## src/design/pcm_regs.vh

```
`ifndef PCM_REGS_VH
`define PCM_REGS_VH

// Command codes seen on the command port
`define PCM_CMD_RD_SENSE    4'h1
`define PCM_CMD_RD_CLOCK    4'h2
`define PCM_CMD_WR_CLOCK    4'h3
`define PCM_CMD_RD_MASK     4'h4
`define PCM_CMD_WR_MASK     4'h5
`define PCM_CMD_RD_CONFIG   4'h6
`define PCM_CMD_WR_CONFIG   4'h7

// Reset values
`define PCM_TOUCH_RST       8'h00
`define PCM_TIMING_RST      8'h0c
`define PCM_CHEN_RST        8'hff
`define PCM_CONFIG_RST      8'h00

// Timing setup field positions
`define PCM_TOUT_EN_BIT     7
`define PCM_TIN_EN_BIT      6
`define PCM_UNUSED_BIT      5
`define PCM_COARSE_HI       4
`define PCM_COARSE_LO       3
`define PCM_TRIM_HI         2
`define PCM_TRIM_LO         0

// Configuration field positions
`define PCM_REG_OFF_BIT     2
`define PCM_PWR_MODE_BIT    0

// Clock rates in Hz
`define PCM_OSC_NOM_HZ      64'd128000
`define PCM_MCLK_HZ         64'd250000000

// Coarse divider terminal counts (divide minus one)
`define PCM_DIV64_LAST      6'h3f
`define PCM_DIV16_LAST      6'h0f
`define PCM_DIV4_LAST       6'h03
`define PCM_DIV1_LAST       6'h00

// Internal clocks per sampling step, minus one
`define PCM_CLKS_PER_STEP   3'h7

// Start-up sequencer states
`define PCM_SEQ_OFF         2'h0
`define PCM_SEQ_FAST        2'h1
`define PCM_SEQ_FINE        2'h2
`define PCM_SEQ_RUN         2'h3

`endif

```

## src/design/pcm_chan_seq.v

```verilog
`timescale 1ns/1ps
`include "pcm_regs.vh"

// Start-up sequencer of one sensing channel
module pcm_chan_seq
(
   input  wire mclk_i,
   input  wire reset_i,
   input  wire supply_ok_i,
   input  wire restart_i,
   input  wire sample_i,
   input  wire near_target_i,
   input  wire at_final_i,
   output wire fast_start_o,
   output wire fine_charge_o,
   output wire counters_en_o
);

   localparam SEQ_OFF  = `PCM_SEQ_OFF;
   localparam SEQ_FAST = `PCM_SEQ_FAST;
   localparam SEQ_FINE = `PCM_SEQ_FINE;
   localparam SEQ_RUN  = `PCM_SEQ_RUN;

   reg [1:0] state_r;
   reg [1:0] state_nxt;
   reg       fast_r;
   reg       fine_r;
   reg       run_r;

   // Fast and fine phases advance only on this channel's own samples, so a skipped channel waits
   always @*
   begin
      state_nxt = state_r;
      case (state_r)
         SEQ_OFF:  if (supply_ok_i) state_nxt = SEQ_FAST;
         SEQ_FAST: if (sample_i && near_target_i) state_nxt = SEQ_FINE;
         SEQ_FINE: if (sample_i && at_final_i) state_nxt = SEQ_RUN;
         SEQ_RUN:  state_nxt = SEQ_RUN;
         default:  state_nxt = SEQ_OFF;
      endcase
      // Newly enabled channel goes back through fast start
      if (restart_i && supply_ok_i)
         state_nxt = SEQ_FAST;
      // Losing the internal supply drops the channel back to off
      if (!supply_ok_i)
         state_nxt = SEQ_OFF;
   end

   // State register; phase flags are decoded ahead so the pins come from flops
   always @(posedge mclk_i)
   begin
      if (reset_i)
      begin
         state_r <= SEQ_OFF;
         fast_r  <= 1'b0;
         fine_r  <= 1'b0;
         run_r   <= 1'b0;
      end
      else
      begin
         state_r <= state_nxt;
         fast_r  <= (state_nxt == SEQ_FAST);
         fine_r  <= (state_nxt == SEQ_FINE);
         run_r   <= (state_nxt == SEQ_RUN);
      end
   end

   assign fast_start_o  = fast_r;
   assign fine_charge_o = fine_r;
   assign counters_en_o = run_r;

endmodule

```

## src/design/pcm_top.v

```verilog
`timescale 1ns/1ps
`include "pcm_regs.vh"

module pcm_top
(
   input  wire       mclk_i,
   input  wire       reset_i,
   input  wire       cmd_valid_i,
   input  wire [3:0] cmd_code_i,
   input  wire [7:0] cmd_wdata_i,
   output wire       rd_valid_o,
   output wire [7:0] rd_data_o,
   input  wire       tick_in_i,
   output wire       tick_out_o,
   input  wire       supply_ok_i,
   input  wire [7:0] sense_hit_i,
   input  wire [7:0] near_target_i,
   input  wire [7:0] at_final_i,
   output wire [7:0] sample_sel_o,
   output wire [7:0] fast_start_o,
   output wire [7:0] fine_charge_o,
   output wire [7:0] counters_en_o,
   output wire       regulator_off_o,
   output wire       osc_power_down_o
);

   // Phase increments for trim codes; carry rate = nominal * m, m in eighths
   localparam [63:0] INC_M4  = ((`PCM_OSC_NOM_HZ * 64'd4) << 29) / `PCM_MCLK_HZ;
   localparam [63:0] INC_M5  = ((`PCM_OSC_NOM_HZ * 64'd5) << 29) / `PCM_MCLK_HZ;
   localparam [63:0] INC_M6  = ((`PCM_OSC_NOM_HZ * 64'd6) << 29) / `PCM_MCLK_HZ;
   localparam [63:0] INC_M7  = ((`PCM_OSC_NOM_HZ * 64'd7) << 29) / `PCM_MCLK_HZ;
   localparam [63:0] INC_M8  = ((`PCM_OSC_NOM_HZ * 64'd8) << 29) / `PCM_MCLK_HZ;
   localparam [63:0] INC_M10 = ((`PCM_OSC_NOM_HZ * 64'd10) << 29) / `PCM_MCLK_HZ;
   localparam [63:0] INC_M12 = ((`PCM_OSC_NOM_HZ * 64'd12) << 29) / `PCM_MCLK_HZ;
   localparam [63:0] INC_M14 = ((`PCM_OSC_NOM_HZ * 64'd14) << 29) / `PCM_MCLK_HZ;

   // Register file
   reg  [7:0]  touch_state_r;
   reg  [7:0]  timing_setup_r;
   reg  [7:0]  channel_enable_map_r;
   reg  [7:0]  config_r;
   reg         rd_valid_r;
   reg  [7:0]  rd_data_r;
   reg  [7:0]  restart_r;

   // Clock generation
   reg  [31:0] osc_acc_r;
   reg  [31:0] osc_inc;
   reg         osc_tick_r;
   reg  [5:0]  coarse_cnt_r;
   reg  [5:0]  coarse_last;
   reg         clk_tick_r;
   reg         tick_in_prev_r;
   reg         clk_phase_r;
   reg         tick_out_r;

   // Sampler
   reg  [2:0]  step_cnt_r;
   reg  [2:0]  chan_ptr_r;
   reg  [2:0]  chan_ptr_nxt;
   reg         any_sampleable;
   reg  [7:0]  sample_sel_r;
   reg  [7:0]  touch_state_nxt;
   reg  [2:0]  cand;
   integer     i;
   integer     j;

   wire        tick_out_enable;
   wire        tick_in_enable;
   wire [1:0]  coarse_divider_select;
   wire [2:0]  osc_trim_select;
   wire        disabled_channel_power_mode;
   wire [32:0] osc_sum;
   wire        wr_clock;
   wire        wr_mask;
   wire        wr_config;
   wire [7:0]  sampleable;

   assign tick_out_enable             = timing_setup_r[`PCM_TOUT_EN_BIT];
   assign tick_in_enable              = timing_setup_r[`PCM_TIN_EN_BIT];
   assign coarse_divider_select       = timing_setup_r[`PCM_COARSE_HI:`PCM_COARSE_LO];
   assign osc_trim_select             = timing_setup_r[`PCM_TRIM_HI:`PCM_TRIM_LO];
   assign disabled_channel_power_mode = config_r[`PCM_PWR_MODE_BIT];

   assign wr_clock  = cmd_valid_i && (cmd_code_i == `PCM_CMD_WR_CLOCK);
   assign wr_mask   = cmd_valid_i && (cmd_code_i == `PCM_CMD_WR_MASK);
   assign wr_config = cmd_valid_i && (cmd_code_i == `PCM_CMD_WR_CONFIG);

   // Command writes; these registers sit in the always-powered domain
   // registers stay live
   always @(posedge mclk_i)
   begin
      if (reset_i)
      begin
         timing_setup_r       <= `PCM_TIMING_RST;
         channel_enable_map_r <= `PCM_CHEN_RST;
         config_r             <= `PCM_CONFIG_RST;
         restart_r            <= 8'h00;
      end
      else
      begin
         if (wr_clock)
         begin
            timing_setup_r <= cmd_wdata_i;
            timing_setup_r[`PCM_UNUSED_BIT] <= 1'b0;
         end
         if (wr_mask)
            channel_enable_map_r <= cmd_wdata_i;
         if (wr_config)
            config_r <= cmd_wdata_i;
         restart_r <= wr_mask ? (cmd_wdata_i & ~channel_enable_map_r) : 8'h00;
      end
   end

   // Read answers one cycle after the command; unknown codes get no answer
   always @(posedge mclk_i)
   begin
      if (reset_i)
      begin
         rd_valid_r <= 1'b0;
         rd_data_r  <= 8'h00;
      end
      else
      begin
         rd_valid_r <= 1'b0;
         if (cmd_valid_i)
         begin
            case (cmd_code_i)
               `PCM_CMD_RD_SENSE:
               begin
                  rd_valid_r <= 1'b1;
                  rd_data_r  <= touch_state_r;
               end
               `PCM_CMD_RD_CLOCK:
               begin
                  rd_valid_r <= 1'b1;
                  rd_data_r  <= timing_setup_r;
               end
               `PCM_CMD_RD_MASK:
               begin
                  rd_valid_r <= 1'b1;
                  rd_data_r  <= channel_enable_map_r;
               end
               `PCM_CMD_RD_CONFIG:
               begin
                  rd_valid_r <= 1'b1;
                  rd_data_r  <= config_r;
               end
               default:
               begin
                  rd_valid_r <= 1'b0;
               end
            endcase
         end
      end
   end

   // Trim selects the phase step
   // trim multiplier table
   always @*
   begin
      case (osc_trim_select)
         3'h0:    osc_inc = INC_M4[31:0];
         3'h1:    osc_inc = INC_M5[31:0];
         3'h2:    osc_inc = INC_M6[31:0];
         3'h3:    osc_inc = INC_M7[31:0];
         3'h4:    osc_inc = INC_M8[31:0];
         3'h5:    osc_inc = INC_M10[31:0];
         3'h6:    osc_inc = INC_M12[31:0];
         3'h7:    osc_inc = INC_M14[31:0];
         default: osc_inc = INC_M8[31:0];
      endcase
   end

   // Coarse divider terminal count
   // divide by 64/16/4/1
   always @*
   begin
      case (coarse_divider_select)
         2'h0:    coarse_last = `PCM_DIV64_LAST;
         2'h1:    coarse_last = `PCM_DIV16_LAST;
         2'h2:    coarse_last = `PCM_DIV4_LAST;
         2'h3:    coarse_last = `PCM_DIV1_LAST;
         default: coarse_last = `PCM_DIV16_LAST;
      endcase
   end

   assign osc_sum = {1'b0, osc_acc_r} + {1'b0, osc_inc};

   // Oscillator model: carry out of the accumulator is one oscillator cycle.
   // Frequency error is below one part in ten thousand, jitter one mclk period.
   // nominal oscillator
   always @(posedge mclk_i)
   begin
      if (reset_i)
      begin
         osc_acc_r  <= 32'h0000_0000;
         osc_tick_r <= 1'b0;
      end
      else if (tick_in_enable)
      begin
         osc_acc_r  <= 32'h0000_0000;
         osc_tick_r <= 1'b0;
      end
      else
      begin
         osc_acc_r  <= osc_sum[31:0];
         osc_tick_r <= osc_sum[32];
      end
   end

   // Internal clock: divided oscillator, or falling edge of the input pin
   always @(posedge mclk_i)
   begin
      if (reset_i)
      begin
         coarse_cnt_r   <= 6'h00;
         clk_tick_r     <= 1'b0;
         tick_in_prev_r <= 1'b0;
      end
      else
      begin
         tick_in_prev_r <= tick_in_i;
         if (tick_in_enable)
         begin
            coarse_cnt_r <= 6'h00;
            clk_tick_r   <= tick_in_prev_r && !tick_in_i;
         end
         else if (osc_tick_r)
         begin
            if (coarse_cnt_r >= coarse_last)
            begin
               coarse_cnt_r <= 6'h00;
               clk_tick_r   <= 1'b1;
            end
            else
            begin
               coarse_cnt_r <= coarse_cnt_r + 6'h01;
               clk_tick_r   <= 1'b0;
            end
         end
         else
            clk_tick_r <= 1'b0;
      end
   end

   // Clock output pin mirrors the internal clock as a square wave
   always @(posedge mclk_i)
   begin
      if (reset_i)
      begin
         clk_phase_r <= 1'b0;
         tick_out_r  <= 1'b0;
      end
      else
      begin
         if (clk_tick_r)
            clk_phase_r <= ~clk_phase_r;
         tick_out_r <= tick_out_enable && clk_phase_r;
      end
   end

   // Channels the sampler may visit
   // skip disabled in low power
   assign sampleable = disabled_channel_power_mode ? channel_enable_map_r : 8'hff;

   // Next channel: first sampleable one after the pointer, ascending with wrap
   // ascending round robin
   always @*
   begin
      chan_ptr_nxt   = chan_ptr_r;
      any_sampleable = 1'b0;
      cand           = 3'h0;
      for (i = 8; i >= 1; i = i - 1)
      begin
         cand = chan_ptr_r + i[2:0];
         if (sampleable[cand])
         begin
            chan_ptr_nxt   = cand;
            any_sampleable = 1'b1;
         end
      end
   end

   // Sampler steps one channel per eight internal clocks while supply is up
   // clock over eight
   always @(posedge mclk_i)
   begin
      if (reset_i)
      begin
         step_cnt_r   <= 3'h0;
         chan_ptr_r   <= 3'h0;
         sample_sel_r <= 8'h00;
      end
      else
      begin
         sample_sel_r <= 8'h00;
         if (!supply_ok_i)
         begin
            step_cnt_r <= 3'h0;
            chan_ptr_r <= 3'h0;
         end
         else if (clk_tick_r)
         begin
            step_cnt_r <= step_cnt_r + 3'h1;
            if (step_cnt_r == `PCM_CLKS_PER_STEP)
            begin
               if (sampleable[chan_ptr_r])
                  sample_sel_r[chan_ptr_r] <= 1'b1;
               if (any_sampleable)
                  chan_ptr_r <= chan_ptr_nxt;
            end
         end
      end
   end

   // A sampled result lands only for enabled, running channels
   // disabled channels never update
   always @*
   begin
      touch_state_nxt = touch_state_r;
      // Own loop index; sharing one with the pointer search would retrigger both
      for (j = 0; j < 8; j = j + 1)
      begin
         if (sample_sel_r[j] && channel_enable_map_r[j] && counters_en_o[j])
            touch_state_nxt[j] = sense_hit_i[j];
      end
   end

   // Touch state register; no command path reaches it
   // per-channel touch bits
   always @(posedge mclk_i)
   begin
      if (reset_i)
         touch_state_r <= `PCM_TOUCH_RST;
      else
         touch_state_r <= touch_state_nxt;
   end

   // One start-up sequencer per channel
   // independent per channel
   genvar g;
   generate
      for (g = 0; g < 8; g = g + 1)
      begin : g_chan
         pcm_chan_seq u_seq
         (
            .mclk_i        (mclk_i),
            .reset_i       (reset_i),
            .supply_ok_i   (supply_ok_i),
            .restart_i     (restart_r[g]),
            .sample_i      (sample_sel_r[g]),
            .near_target_i (near_target_i[g]),
            .at_final_i    (at_final_i[g]),
            .fast_start_o  (fast_start_o[g]),
            .fine_charge_o (fine_charge_o[g]),
            .counters_en_o (counters_en_o[g])
         );
      end
   endgenerate

   assign rd_valid_o       = rd_valid_r;
   assign rd_data_o        = rd_data_r;
   assign tick_out_o       = tick_out_r;
   assign sample_sel_o     = sample_sel_r;
   assign regulator_off_o  = config_r[`PCM_REG_OFF_BIT];
   assign osc_power_down_o = tick_in_enable;

endmodule
```

## config.mk

```make
export PLATFORM = sky130hd
export DESIGN_NAME = pcm_top
export DESIGN_NICKNAME = d
export VERILOG_FILES = /design/src/design/pcm_chan_seq.v /design/src/design/pcm_top.v
export VERILOG_INCLUDE_DIRS = /design/src /design/src/design
export SDC_FILE = /design/constraint.sdc
export NUM_CORES = 1
export LEC_CHECK = 0
export BUFFER_PORTS_ARGS = -buffer_cell sky130_fd_sc_hd__buf_2
export CORE_MARGIN = 1
export CORE_UTILIZATION = 35
export DETAILED_ROUTE_END_ITERATION = 10
export GPL_TIMING_DRIVEN = 0
export MAX_ROUTING_LAYER = met4
export PLACE_DENSITY = 0.62
export SLEW_MARGIN = 20
export SYNTH_ARGS = -nofsm -noshare
export SYNTH_HDL_FRONTEND = slang
export SYNTH_SLANG_ARGS = --single-unit
```

## constraint.sdc

```tcl
create_clock -name mclk_i -period 6.6 [get_ports mclk_i]
set_clock_uncertainty 0.05 [all_clocks]
set_input_delay 1.32 -clock mclk_i [delete_from_list [all_inputs] [get_ports mclk_i]]
set_output_delay 1.32 -clock mclk_i [all_outputs]
set_load 0.02 [all_outputs]
```

==> impl_metrics.py, run 1 <==
metrics = {
    "sta": {
        "setup_viol": 0,
        "post-route-period-util_pct": 50.8,
        "period_needed_ps": 3360,
        "worstMarginPinSlew_ps": 733,
        "slew_viol_final": 0,
        "slew_headroom_pct": 50.8,
        "fin_hold_ws_ps": 407,
        "rsz0062_at_grt": "false",
        "hold_viol": 0,
        "clock.fmax_mhz": 298,
        "fin_setup_tns_ps": 0,
    },
    "logic_synthesis": {
        "synth_top_family_by_area": "simple AND/OR/NAND/NOR gates",
        "synth_fa_ha_area_share_pct": 6.27,
        "synth_edf_count": 0,
        "synth_flop_cell": "dfxtp_1",
        "synth.distinct_cells": 71,
        "syn_area_um2": 7900,
        "yosysTopAreaCellShare_pct": 41.3,
        "synth-warning-count": 0,
        "yosys.area.top_type": "dfxtp_1",
        "synth_xor_area_share_pct": 2.63,
        "synth_compound_area_share_pct": 16.9,
        "synth_seq_cells": 163,
        "yosysSeqAreaShare_pct": 41.3,
        "synth_cells": 846,
        "synth_nets": 926,
        "postSynthAreaPerCell_um2": 9.34,
        "synthSimpleGateAreaFrac_pct": 17.3,
        "muxShareOfSynthArea_pct": 8.93,
        "async_flop_share_pct": 0,
        "synth.area.top_cells": "dfxtp_1, ha_1, mux2i_1",
    },
    "setup_path": {
        "crit_path_start_kind": "register",
        "startpoint": "chan_ptr_r[1]",
        "r2r_end": "chan_ptr_r[0]",
        "cp_max_fo": 10,
        "criticalPathCategory": "register to register",
        "cp_data_arrival_time_ps": 3620,
        "crit_path_end": "chan_ptr_r[0]",
        "r2r-start": "chan_ptr_r[1]",
        "endpoint_kind": "register",
        "ff2ff_setup_slack_ps": 3240,
        "crit_required_ps": 6860,
        "rr_worst_depth": 11,
    },
    "clock_network": {
        "numCtsBuffers": 17,
        "cts_num_sinks": 163,
        "cts_resized": 0,
        "clk_path_buf_depth": 2,
        "cts_tree": "built",
        "post_cts_buffers": 0,
        "cts-root-buf": "clkbuf_16",
        "clk-insertion-delay-late_ps": 440,
        "cts.clk_slew.worst_paths_ps": 80,
        "htree_num_levels": 4,
        "holdBufCountCts": 0,
    },
    "global_route": {
        "grt_antenna_before_repair": 0,
        "grt_pass1_vias": 6030,
        "grt_use_total_pct": 17.8,
        "grt-ovfl-total": 0,
        "grt_max_degree": 18,
        "grt_pass1_wl_um": 31300,
    },
    "layout": {
        "regArea_um2": 3260,
        "fillers": 2199,
        "most-common-layout-cells": "dfxtp_1, nor2_1, buf_2",
        "multiInputGateArea_um2": 4120,
        "fin_nets": 1026,
        "largest_register_ffs": 32,
        "drive_gt1_share_pct": 20.1,
        "top_register": "osc_acc_r",
        "final_common_cell": "dfxtp_1",
        "areaGrowthSynthToFinish_pct": 17.1,
        "fin_util_pct": 42.2,
    },
    "floorplanning": {
        "dieArea_um2": 23200,
        "dieWidth_um": 152,
        "core.rowCount": 54,
        "start_util_pct": 36.0,
        "coreArea_um2": 22000,
        "boundaryPins": 85,
        "die_h_um": 152,
    },
    "pwr": {
        "swShare_pct": 29.2,
        "power.internal_mw": 1.77,
        "p_leak_nw": 4.07,
        "clkPwrFrac_pct": 40.3,
        "powerDensity_nw_per_um2": 270,
        "power_switching_mw": 0.730,
        "ir_drop_mv": 0.138,
        "seq_power_share_pct": 42.4,
        "comb_power_share_pct": 17.3,
    },
    "drt": {
        "via_per_inst": 5.08,
        "vias": 6301,
        "wl_um": 19500,
        "drcViolationCount": 4,
        "ant_nets": 0,
        "avgRoutedWirePerCell_um": 15.8,
        "dr.first_iter.drc_count": 297,
        "first_pass_iters": 7,
    },
    "worst_hold_path": {
        "hold_class": "register to register",
        "hold_start": "g_chan[2].u_seq.state_r[1]",
    },
    "placement": {
        "hpwlAfterDp_um": 14600,
        "place.gp.congestion": 0.936,
        "portBuffers": 81,
    },
    "status": {
        "status": "finished, violations left",
        "violations": "design-rule violations",
    },
    "flow_run": {
        "maxCapViolCount": 0,
    },
}
==> metal layers <==
metal  vias up  track usage [%]  part of all wire, %
met4         0             5.69                  1.5
li1       3175                -                    -
met2       118             28.3                   47
met5         -                -                    0
met1      2990             22.6                   47
met3        18             3.61                  4.0
==> worst min path at each step <==
stage,endpoint,slack (ps),cells after the start
2_1_floorplan,tick_out_o,370,2
3_3_place_gp,g_chan[6].u_seq.fine_charge_o,400,1
3_5_place_dp,g_chan[6].u_seq.fine_charge_o,400,1
4_1_cts,g_chan[3].u_seq.fine_charge_o,410,1
5_1_grt,osc_acc_r[30],440,2
6_report,g_chan[2].u_seq.fine_charge_o,410,1
==> cells by family after synthesis <==
group,after synthesis
AOI/OAI and AO/OA,189
xor gates and xnor gates,22
muxes,55
DFF,163
and+or+nand+nor,277
adders and majority gates,39
buffers and inverters,101
==> through the flow <==
stage / setup slack, ps / instance area (um2) / power, mW / instances
finish: 3240 / 9260 / 2.50 / 1240
global route: 3060 / 9250 / 2.61 / 1239
CTS: 3260 / 9250 / 2.52 / 1239
detailed placement: 2970 / 8660 / 1.51 / 1207
global placement: 2990 / 8660 / 1.50 / 1207
floorplan: 3520 / 7900 / 1.42 / 846
==> power by group through the flow <==
stage	sequential, mW	combinational [mW]	clock, mW
after detailed placement	1.08	0.429	0
after floorplan	1.07	0.341	0
final	1.06	0.433	1.01
after global routing	1.06	0.483	1.07
after CTS	1.06	0.433	1.03
after global placement	1.08	0.426	0
==> synthesized netlist by cell type, types with 3 or more instances <==
library cell and instances:
mux2i_1 41, and2_1 7, a21oi_1 52, ha_1 38, and3_1 12, nand2b_1 13, xnor2_1 10, xor2_1 10
o31ai_1 3, nand2_1 69, buf_4 37, a221o_1 9, nor2b_1 16, a31oi_1 14, or2_2 7, inv_1 30
a211oi_1 7, nand4_1 5, nand3_1 19, a211o_1 10, nor2_1 85, o21a_1 12, mux4_2 11, o211ai_1 7
o21ai_1 5, o21ai_0 21, nor3b_1 11, a22o_1 8, buf_2 3, nor3_1 13, or3_1 6, dfxtp_1 163
a21o_1 19, clkbuf_1 28
==> area by class of cell <==
type	instances	area share, %
timing repair buffer	81	4.38
clock inverter	15	1.76
buffer	71	4.50
inverter	30	1.22
antenna	1	0.0270
tap	280	3.78
sequential	163	35.3
multi-input combinational	582	44.5
clock buffer	17	4.60
==> critical path, cell delays in order (launching register included) <==
cell	delay [ps]
dfxtp_1	490
buf_4	260
inv_1	100
ha_1	280
clkbuf_1	380
mux4_2	590
mux2i_4	210
nand3_4	120
o41ai_4	440
nor3_2	110
xnor2_1	150
nor2_1	50
No activity file was read; power rests on OpenSTA's default activity.
==> inputs of run 2 (changes only) <==
PLACE_DENSITY = 0.64   (was 0.62)
clock period = 2.75 ns   (was 6.6 ns; I/O delays follow)
==> impl_metrics.py, run 2 (synthesis results as in run 1) <==
metrics = {
    "layout": {
        "areaGrowthSynthToFinish_pct": 21.8,
        "n_antenna_cell": 0,
        "most-common-layout-cells": "dfxtp_1, nor2_1, buf_2",
        "fillers": 2110,
        "final_common_cell": "dfxtp_1",
        "top_register": "osc_acc_r",
        "fin_nets": 1044,
        "instances_no_fill": 1257,
        "drive_gt1_share_pct": 23.2,
        "largest_register_ffs": 32,
    },
    "floorplanning": {
        "boundaryPins": 85,
        "start_util_pct": 36.0,
        "coreArea_um2": 22000,
        "die_h_um": 152,
        "core.rowCount": 54,
        "dieWidth_um": 152,
        "dieArea_um2": 23200,
    },
    "status": {
        "violations": "design-rule violations",
        "status": "finished, violations left",
    },
    "drt": {
        "drcViolationCount": 3,
        "vias": 6473,
        "via_per_inst": 5.15,
        "avgRoutedWirePerCell_um": 16.2,
        "wl_um": 20300,
        "dr.first_iter.drc_count": 418,
        "first_pass_iters": 8,
        "ant_nets": 0,
    },
    "global_route": {
        "grt_pass1_wl_um": 32000,
        "grt-ovfl-total": 0,
        "grt_antenna_before_repair": 0,
        "grt_pass1_vias": 6070,
        "grt_max_degree": 17,
        "grt_use_total_pct": 18.2,
    },
    "sta": {
        "clock.fmax_mhz": 372,
        "slew_viol_final": 0,
        "hold_viol": 0,
        "post-route-period-util_pct": 97.7,
        "worstMarginPinSlew_ps": 862,
        "setup_viol": 0,
        "worst_slack_ps": 62.5,
        "period_needed_ps": 2690,
        "slew_headroom_pct": 42.2,
    },
    "clock_network": {
        "numCtsBuffers": 17,
        "clk_path_buf_depth": 2,
        "cts_num_sinks": 163,
        "clk-insertion-delay-late_ps": 430,
        "cts-root-buf": "clkbuf_16",
        "cts.clk_slew.worst_paths_ps": 70,
        "htree_num_levels": 4,
        "cts_tree": "built",
        "holdBufCountCts": 0,
    },
    "setup_path": {
        "cp_data_arrival_time_ps": 2950,
        "crit_chain": "buf_8, buf_8, inv_4, ha_4, buf_6, buf_4, mux4_2, nand2b_4, buf_4, nor4_1, o21ai_0, o2111ai_1, o31ai_1",
        "max_stage_delay_ps": 350,
        "cp_max_fo": 7,
        "crit_required_ps": 3010,
        "criticalPathCategory": "register to register",
        "endpoint_kind": "register",
        "worst_path_max_delay_cell": "dfxtp_4",
        "crit_path_start_kind": "register",
    },
    "placement": {
        "place_inst": 1207,
        "hpwlAfterDp_um": 14400,
        "portBuffers": 81,
        "place.gp.congestion": 0.982,
        "pre_cts_ws_ps": -296,
    },
    "pwr": {
        "powerDensity_nw_per_um2": 654,
        "ir_drop_mv": 0.399,
        "p_leak_nw": 4.25,
        "total_power_mw": 6.29,
    },
    "worst_hold_path": {
        "hold_class": "input pin to register",
    },
    "flow_run": {
        "maxCapViolCount": 0,
    },
}
==> run 2: metrics by stage <==
step                      hold slack, ps  area [um2]  utilization (%)  setup TNS, ps
after floorplan                      372        7920                -              0
after global placement               392        8680             39.5          -1650
after detailed placement             394        8680             39.5          -1940
after CTS                            282        9500             43.3              0
after global routing                 306        9620             43.8          -58.8
final                                295        9620             43.8              0
==> run 2: power by group <==
group	switching, mW	leakage (nW)	internal, mW
Sequential	0.0526	1.33	2.48
Clock	1.08	0.321	1.58
Combinational	0.618	2.61	0.477
Total	1.75	4.25	4.54
==> run 2: routing by layer <==
metal / wire length, um / vias to the layer above / part of all wire [%] / track usage [%]
met5: 0 / - / 0 / -
met4: 433 / 0 / 2.1 / 7.05
met3: 1110 / 33 / 5.4 / 4.04
met2: 9800 / 187 / 48 / 29.3
met1: 9000 / 3034 / 44 / 22.3
li1: - / 3219 / - / -
==> run 2: final timing paths <==
| check | endpoint | slack (ps) | start | cells past startpoint |
|---|---|---|---|---|
| hold reg to reg | g_chan[7].u_seq.fine_charge_o | 400 | g_chan[7].u_seq.state_r[1] | 1 |
| hold / removal | touch_state_r[0] | 290 | sense_hit_i[0] | 3 |
| setup / recovery | chan_ptr_r[1] | 60 | chan_ptr_r[0] | 13 |
| setup reg to reg | chan_ptr_r[1] | 60 | chan_ptr_r[0] | 13 |
==> run 2: layout make-up <==
class	instances	area [um2]	share of cell area (%)
plain buffers	71	457	4.75
clock buffers	18	439	4.56
clock inverters	14	213	2.21
inverters	30	121	1.26
multi-input cells	582	4230	44.0
flip-flops and latches	163	3270	34.0
well taps	280	350	3.64
repair buffers	99	541	5.62
==> run 2: critical path, delay by kind of cell, from the launching register on <==
family | cells | cell delay [ps]
multiplexers | 1 | 340
adder cells (fa/ha/maj) | 1 | 200
AO/OA/AOI/OAI | 3 | 390
flip-flops | 1 | 350
buffers and inverters | 6 | 720
AND/OR/NAND/NOR | 2 | 510
==> run 2: timing repair <==
item	in CTS	in global routing
setup buffers	13	5
gates resized for setup	18	13
pin swaps	7	8
setup endpoints to repair	8	12
